## src/logic/sscm_map.vh

```
`ifndef SSCM_MAP_VH
`define SSCM_MAP_VH

// ****************************************************************
// register offsets
// ****************************************************************
`define SSCM_ADDR_W           8
`define SSCM_OFS_EVENT        8'h00
`define SSCM_OFS_MASK         8'h04
`define SSCM_OFS_STATE        8'h08
`define SSCM_OFS_FORCE        8'h0C

// ****************************************************************
// event and mask field positions
// ****************************************************************
`define SSCM_EV_CARD_STATUS   0
`define SSCM_EV_DETECT_A      1
`define SSCM_EV_DETECT_B      2
`define SSCM_EV_POWER         3
`define SSCM_EV_W             4
`define SSCM_CD_MASK_ON       2'h3

// ****************************************************************
// live state field positions
// ****************************************************************
`define SSCM_ST_CARD_STATUS   0
`define SSCM_ST_DETECT_A      1
`define SSCM_ST_DETECT_B      2
`define SSCM_ST_POWERED       3
`define SSCM_ST_CARD_16       4
`define SSCM_ST_CARD_CB       5
`define SSCM_ST_READY         6
`define SSCM_ST_VCARD_LO      10
`define SSCM_ST_VCARD_HI      13
`define SSCM_ST_SOCK_5V       28
`define SSCM_ST_SOCK_3V       29
`define SSCM_ST_SOCK_XV       30
`define SSCM_ST_SOCK_YV       31

// ****************************************************************
// reset values
// ****************************************************************
`define SSCM_RST_MASK         4'h0
`define SSCM_RST_EVENT        4'h0
`define SSCM_RST_VCARD        4'h0
`define SSCM_RST_SOCK_XY      2'h0
`define SSCM_RST_SOCK_35      2'h3
`define SSCM_RST_DETECT       1'h1
`define SSCM_RST_PIN_LOW      1'h0

`endif

```

## src/logic/sscm_socket_status_change_mask.v

```verilog
// The implementer's own choice: the address-and-strobe port.
`timescale 1ns/1ps
`include "sscm_map.vh"

// Summary of operation
// - event flags keep latching changes whatever the mask bits say.
// - mask bits 31 to 4 ignore writes and read as zero.
// - mask bit 3 lets power-state change flag raise the interrupt.
// - detect mask field bits 2..1; 00 off, 11 on; 01/10 not used.
// - mask bit 0 lets card status change flag raise the interrupt.
// - all mask bits reset to zero, so no source interrupts early.
// - force register bits 31,30 and 13..10 appear in the live state register; bits 3..0 set event flags.
// - card voltage and card type captured only when identification ends, then held.
// - detect line changes during card identification leave state unchanged.
// - live state resets with bits 29,28,2,1 set and 6,0 clear; 6,2,1,0 follow pins after reset.
// - flag sets on change of its state bit; write 1 clears it.
// - any set unmasked flag raises the interrupt; clear stale flags first.
// - card status flag: rising edge for CardBus, both edges for 16-bit.
// - bits 2,1 mirror detect pins, high means empty; bit 3 power.
module sscm_socket_status_change_mask
(
	// clock and reset
	input  wire        clock,
	input  wire        rst,
	// register port
	input  wire [7:0]  address,
	input  wire [31:0] writeData,
	input  wire        writeStrobe,
	input  wire        readStrobe,
	output reg  [31:0] readData,
	// socket pins
	input  wire        cardDetectPinA,
	input  wire        cardDetectPinB,
	input  wire        cardStatusChangePin,
	input  wire        readyPin,
	// socket control logic
	input  wire        socketPowered,
	input  wire        identifying,
	input  wire        cardIsCardBus,
	input  wire [3:0]  cardVoltageSupport,
	// interrupt
	output reg         statusChangeInterrupt
);

	// ****************************************************************
	// helpers
	// ****************************************************************
	function changed;
		input previous;
		input current;
		begin
			changed = previous ^ current;
		end
	endfunction

	function rose;
		input previous;
		input current;
		begin
			rose = ~previous & current;
		end
	endfunction

	// ****************************************************************
	// pin synchronisers
	// ****************************************************************
	reg [3:0] pinMeta;
	reg [3:0] pinSync;

	always @(posedge clock)
	begin
		if (rst)
		begin
			pinMeta <= {`SSCM_RST_PIN_LOW, `SSCM_RST_PIN_LOW,
				`SSCM_RST_DETECT, `SSCM_RST_DETECT};
			pinSync <= {`SSCM_RST_PIN_LOW, `SSCM_RST_PIN_LOW,
				`SSCM_RST_DETECT, `SSCM_RST_DETECT};
		end
		else
		begin
			pinMeta <= {readyPin, cardStatusChangePin,
				cardDetectPinB, cardDetectPinA};
			pinSync <= pinMeta;
		end
	end

	wire detectASync = pinSync[0];
	wire detectBSync = pinSync[1];
	wire statusSync  = pinSync[2];
	wire readySync   = pinSync[3];

	// ****************************************************************
	// register decode
	// ****************************************************************
	wire writeMask  = writeStrobe && (address == `SSCM_OFS_MASK);
	wire writeEvent = writeStrobe && (address == `SSCM_OFS_EVENT);
	wire writeForce = writeStrobe && (address == `SSCM_OFS_FORCE);

	// ****************************************************************
	// mask register
	// ****************************************************************
	reg [3:0] maskBits;

	always @(posedge clock)
	begin
		if (rst)
			maskBits <= `SSCM_RST_MASK;
		else if (writeMask)
			maskBits <= writeData[3:0];
	end

	wire powerChangeEnable      = maskBits[`SSCM_EV_POWER];
	wire [1:0] cardDetectChangeEnable =
		maskBits[`SSCM_EV_DETECT_B:`SSCM_EV_DETECT_A];
	wire cardStatusChangeEnable = maskBits[`SSCM_EV_CARD_STATUS];

	// ****************************************************************
	// live socket state
	// ****************************************************************
	reg       cardDetectALevel;
	reg       cardDetectBLevel;
	reg       cardStatusLevel;
	reg       readyLevel;
	reg       socketPoweredState;
	reg       identifyingDelayed;
	reg       cardCardBus;
	reg       card16Bit;
	reg [3:0] cardVoltage;
	reg [1:0] forcedSocketXY;
	reg [3:0] forcedCardVoltage;

	wire identifyDone = identifyingDelayed & ~identifying;

	always @(posedge clock)
	begin
		if (rst)
		begin
			cardDetectALevel   <= detectASync;
			cardDetectBLevel   <= detectBSync;
			cardStatusLevel    <= statusSync;
			readyLevel         <= readySync;
			socketPoweredState <= 1'b0;
			identifyingDelayed <= 1'b0;
			cardCardBus        <= 1'b0;
			card16Bit          <= 1'b0;
			cardVoltage        <= `SSCM_RST_VCARD;
			forcedSocketXY     <= `SSCM_RST_SOCK_XY;
			forcedCardVoltage  <= `SSCM_RST_VCARD;
		end
		else
		begin
			if (!identifying)
			begin
				cardDetectALevel <= detectASync;
				cardDetectBLevel <= detectBSync;
			end
			cardStatusLevel    <= statusSync;
			readyLevel         <= readySync;
			socketPoweredState <= socketPowered;
			identifyingDelayed <= identifying;
			if (identifyDone)
			begin
				cardCardBus       <= cardIsCardBus;
				card16Bit         <= ~cardIsCardBus;
				cardVoltage       <= cardVoltageSupport;
				forcedCardVoltage <= `SSCM_RST_VCARD;
			end
			else if (writeForce)
				forcedCardVoltage <= forcedCardVoltage |
					writeData[`SSCM_ST_VCARD_HI:`SSCM_ST_VCARD_LO];
			if (writeForce)
				forcedSocketXY <=
					writeData[`SSCM_ST_SOCK_YV:`SSCM_ST_SOCK_XV];
		end
	end

	reg [31:0] liveState;

	always @*
	begin
		liveState = 32'h0;
		liveState[`SSCM_ST_SOCK_YV:`SSCM_ST_SOCK_XV] = forcedSocketXY;
		liveState[`SSCM_ST_SOCK_3V:`SSCM_ST_SOCK_5V] =
			`SSCM_RST_SOCK_35;
		liveState[`SSCM_ST_VCARD_HI:`SSCM_ST_VCARD_LO] =
			cardVoltage | forcedCardVoltage;
		liveState[`SSCM_ST_READY]       = readyLevel;
		liveState[`SSCM_ST_CARD_CB]     = cardCardBus;
		liveState[`SSCM_ST_CARD_16]     = card16Bit;
		liveState[`SSCM_ST_POWERED]     = socketPoweredState;
		liveState[`SSCM_ST_DETECT_B]    = cardDetectBLevel;
		liveState[`SSCM_ST_DETECT_A]    = cardDetectALevel;
		liveState[`SSCM_ST_CARD_STATUS] = cardStatusLevel;
	end

	// ****************************************************************
	// change detection
	// ****************************************************************
	reg prevDetectA;
	reg prevDetectB;
	reg prevStatus;
	reg prevPowered;

	always @(posedge clock)
	begin
		if (rst)
		begin
			prevDetectA <= detectASync;
			prevDetectB <= detectBSync;
			prevStatus  <= statusSync;
			prevPowered <= 1'b0;
		end
		else
		begin
			prevDetectA <= cardDetectALevel;
			prevDetectB <= cardDetectBLevel;
			prevStatus  <= cardStatusLevel;
			prevPowered <= socketPoweredState;
		end
	end

	wire statusEdge = cardCardBus ?
		rose(prevStatus, cardStatusLevel) :
		changed(prevStatus, cardStatusLevel);

	wire [3:0] eventSet = {
		changed(prevPowered, socketPoweredState),
		changed(prevDetectB, cardDetectBLevel),
		changed(prevDetectA, cardDetectALevel),
		statusEdge} | (writeForce ? writeData[3:0] : 4'h0);

	// ****************************************************************
	// event flags
	// ****************************************************************
	reg  [3:0] eventFlags;
	wire [3:0] eventClear = writeEvent ? writeData[3:0] : 4'h0;
	wire [3:0] next_eventFlags = (eventFlags & ~eventClear) | eventSet;

	always @(posedge clock)
	begin
		if (rst)
			eventFlags <= `SSCM_RST_EVENT;
		else
			eventFlags <= next_eventFlags;
	end

	wire powerChangeFlag        = eventFlags[`SSCM_EV_POWER];
	wire detectBChangeFlag      = eventFlags[`SSCM_EV_DETECT_B];
	wire detectAChangeFlag      = eventFlags[`SSCM_EV_DETECT_A];
	wire cardStatusChangeFlag   = eventFlags[`SSCM_EV_CARD_STATUS];
	wire detectEnabled =
		(cardDetectChangeEnable == `SSCM_CD_MASK_ON);

	// ****************************************************************
	// interrupt output
	// ****************************************************************
	wire next_statusChangeInterrupt =
		(powerChangeFlag & powerChangeEnable) |
		((detectAChangeFlag | detectBChangeFlag) & detectEnabled) |
		(cardStatusChangeFlag & cardStatusChangeEnable);

	always @(posedge clock)
	begin
		if (rst)
			statusChangeInterrupt <= 1'b0;
		else
			statusChangeInterrupt <=
				next_statusChangeInterrupt;
	end

	// ****************************************************************
	// read port
	// ****************************************************************
	reg [31:0] next_readData;

	always @*
	begin
		next_readData = 32'h0;
		case (address)
			`SSCM_OFS_EVENT:
				next_readData = {28'h0, eventFlags};
			`SSCM_OFS_MASK:
				next_readData = {28'h0, maskBits};
			`SSCM_OFS_STATE:
				next_readData = liveState;
			default:
				next_readData = 32'h0;
		endcase
	end

	always @(posedge clock)
	begin
		if (rst)
			readData <= 32'h0;
		else if (readStrobe)
			readData <= next_readData;
		else
			readData <= 32'h0;
	end

endmodule // sscm_socket_status_change_mask

```

## config.mk

```make
export PLATFORM = sky130hd
export DESIGN_NAME = sscm_socket_status_change_mask
export DESIGN_NICKNAME = d
export VERILOG_FILES = /design/src/logic/sscm_socket_status_change_mask.v
export VERILOG_INCLUDE_DIRS = /design/src /design/src/logic
export SDC_FILE = /design/constraint.sdc
export NUM_CORES = 1
export LEC_CHECK = 0
export BUFFER_PORTS_ARGS = -buffer_cell sky130_fd_sc_hd__buf_4
export CAP_MARGIN = 20
export CORE_MARGIN = 5
export CORE_UTILIZATION = 50
export DETAILED_ROUTE_END_ITERATION = 12
export HOLD_SLACK_MARGIN = 0.02
export PLACE_DENSITY = 0.81
export SYNTH_ARGS = -nofsm -noshare
export SYNTH_HDL_FRONTEND = slang
export SYNTH_SLANG_ARGS = --single-unit
```

## constraint.sdc

```tcl
create_clock -name clock -period 1.9 [get_ports clock]
set_input_delay 0.19 -clock clock [delete_from_list [all_inputs] [get_ports clock]]
set_output_delay 0.19 -clock clock [all_outputs]
set_load 0.02 [all_outputs]
```

==> impl_metrics.tcl <==
set metrics [dict create \
    final_common_cell "buf_4" \
    postSynthCellCount 198 \
    post_cts_buffers 0 \
    clk_latency_ns 0.31 \
    io_buffers 48 \
    num_rows 23 \
    core_area_mm2 0.00400 \
    rsz0062_at_grt "no" \
    synth_area_mm2 0.00208 \
    diodes 0 \
    worst_slew_pin_slew_ns 0.576 \
    finalSetupViolations 0 \
    grt_use_total_pct 15.9 \
    yosysWarnings 0 \
    grt_pass1_vias 1435 \
    synth-edff-count 2 \
    globalRouteOverflowTotal 0 \
    setup_tns_ns 0 \
    design.die.area_mm2 0.00554 \
    wire_per_inst_um 13.8 \
    drtPass1Iterations 4 \
    post-route-min-period_ns 1.16 \
    async_flop_share_pct 0 \
    hold_viol 0 \
    max_freq_ghz 0.866 \
    via_per_inst 5.21 \
    r2r_setup_slack_ns 0.81 \
    critPathCaptureType "register" \
    cts.htree.levels 2 \
    drtAntennaViolNets 0 \
    synth_seq_cells 53 \
    final_cell_mix "buf_4 (52), dfxtp_1 (51), conb_1 (17)" \
    drive_gt1_share_pct 29.3 \
    clock_sinks 53 \
    cts_hold_buffers 0 \
    synth-seq-area-share_pct 52.0 \
    start_util_pct 51.9 \
    numCtsBuffers 5 \
    relSlewSlack_pct 61.5 \
    fin_cells 292 \
    place.gp.congestion 0.780 \
    die_x_um 74.5 \
    clk_pin_slew_worst_paths_ns 0.08 \
    crit_path_start_kind "input port" \
    syn_to_final_growth_pct 18.9 \
    crit_required_ns 2.15 \
    nFillCells 332 \
    grt_start_max_net_pins 33 \
    hpwl_mm 2.94 \
    synth_area_per_cell_um2 10.5 \
    postCtsResizedCells 0 \
    drt_iter0_markers 118 \
    crit_type "input port to register" \
    ir_worst_vdd_mv 0.532 \
    cts_tree "yes" \
    hold_ws_ns 0.0665 \
    die_h_um 74.5 \
    clk_path_buf_depth 2 \
    ctsRootBufferMaster "clkbuf_8" \
    path_max_fanout 10 \
    synth_cell_types 36 \
    place_inst 285 \
    num_vias 1521 \
    synth_flop_cell "dfxtp_1" \
    power.leakage_nw 1.00 \
    fin_area_mm2 0.00247 \
    antenna_found_initial 0 \
    p_per_area_mw_per_mm2 792 \
    hold_class "input port to register" \
    grt_first_pass_wirelength_mm 6.60 \
    routed_wl_mm 4.02 \
    max-cap-violations 0 \
    final_max_slew_viol_count 0 \
    r2r_cells 4 \
    status "finished clean" \
    drc 0 \
    fin_skew_ns 0.00982 \
    fin_crit_sh_pct 60.8 \
    ios 88 \
    cp.arrival_ns 1.41 \
    dpl-instance-area_mm2 0.00239 \
    holdPathStages 2 \
    fin_nets 298 \
]
## area by class of cell
class	instances	area [um^2]	area share (%)
clock inverter	1	5.00	0.203
sequential	53	1080	43.8
timing repair buffer	52	390	15.8
inverter	2	7.51	0.304
multi-input combinational	128	851	34.4
tap	50	62.6	2.53
clock buffer	6	72.6	2.94
## synthesized netlist by cell type, types with 2 or more instances
| library cell | number | area share [%] |
|---|---|---|
| a31oi_1 | 4 | 1.2 |
| o31ai_1 | 10 | 3.6 |
| clkbuf_1 | 7 | 1.3 |
| edfxtp_1 | 2 | 2.9 |
| or3b_2 | 3 | 1.3 |
| or3b_1 | 2 | 0.84 |
| xnor2_1 | 3 | 1.3 |
| a21oi_1 | 8 | 1.9 |
| dfxtp_1 | 51 | 49 |
| inv_1 | 2 | 0.36 |
| mux2_2 | 3 | 1.6 |
| and2_1 | 6 | 1.8 |
| nor2_1 | 15 | 2.7 |
| buf_2 | 5 | 1.2 |
| a2bb2oi_1 | 4 | 1.7 |
| nand4_1 | 10 | 3.0 |
| o21a_1 | 4 | 1.4 |
| buf_4 | 18 | 6.5 |
| or2_2 | 5 | 1.5 |
| nor2b_1 | 9 | 2.7 |
| a41oi_1 | 4 | 1.7 |
| mux2i_1 | 9 | 4.3 |
## cells by family (layout without fill, tap and decap cells)
group / Yosys count / after routing / synth area share [%]
mux: 12 / 12 / 5.96
flops: 53 / 53 / 52.0
buf+inv: 33 / 61 / 9.88
simple gates: 58 / 58 / 17.4
compound gates: 37 / 37 / 12.7
fa+ha+maj: 1 / 1 / 0.602
xor+xnor: 3 / 3 / 1.27
other cells: 1 / 17 / 0.181
## report_power, final
group	internal (W)	total, W	switching [W]
Clock	0.000251	0.000588	0.000337
Sequential	0.00115	0.00117	0.0000179
Combinational	0.0000942	0.000201	0.000107
## routing by layer
metal	vias to the layer above	global-route usage (%)	part of all wire, %
li1	749	-	-
met2	56	26.4	50
met3	9	5.68	9.2
met5	-	0	0
met4	0	7.51	2.0
met1	707	18.3	39
## registers in the layout (all words and copies together) (netlist names)
name and flops:
cardVoltage 4, cardDetectALevel 1, readyLevel 1, prevDetectB 1, pinMeta 4, maskBits 4
identifyingDelayed 1, cardStatusLevel 1, card16Bit 1, pinSync 4, prevDetectA 1, cardDetectBLevel 1
prevStatus 1, forcedCardVoltage 4, readData 14, socketPoweredState 1, eventFlags 4, prevPowered 1
statusChangeInterrupt 1, forcedSocketXY 2, cardCardBus 1
## critical path: stages
cell and delay, ns:
buf_4 0.12, nor4b_1 0.44, and4b_1 0.48, and2_1 0.17
## worst paths after layout
path | from | endpoint
worst min register to register | pinSync[3] | readyLevel
worst max-delay path | address[1] | readData[4]
worst max register to register | identifyingDelayed | forcedCardVoltage[2]
worst min-delay path | cardDetectPinB | pinMeta[1]
## metrics by stage
step                power [W]  util (%)  worst slack, ns
floorplan             0.00134         -            0.610
global placement      0.00139      59.8            0.453
detailed placement    0.00139      59.8            0.412
CTS                   0.00197      61.7            0.738
global route          0.00205      61.7            0.650
finish                0.00196      61.7            0.745
No activity file was read; power rests on OpenSTA's default activity.
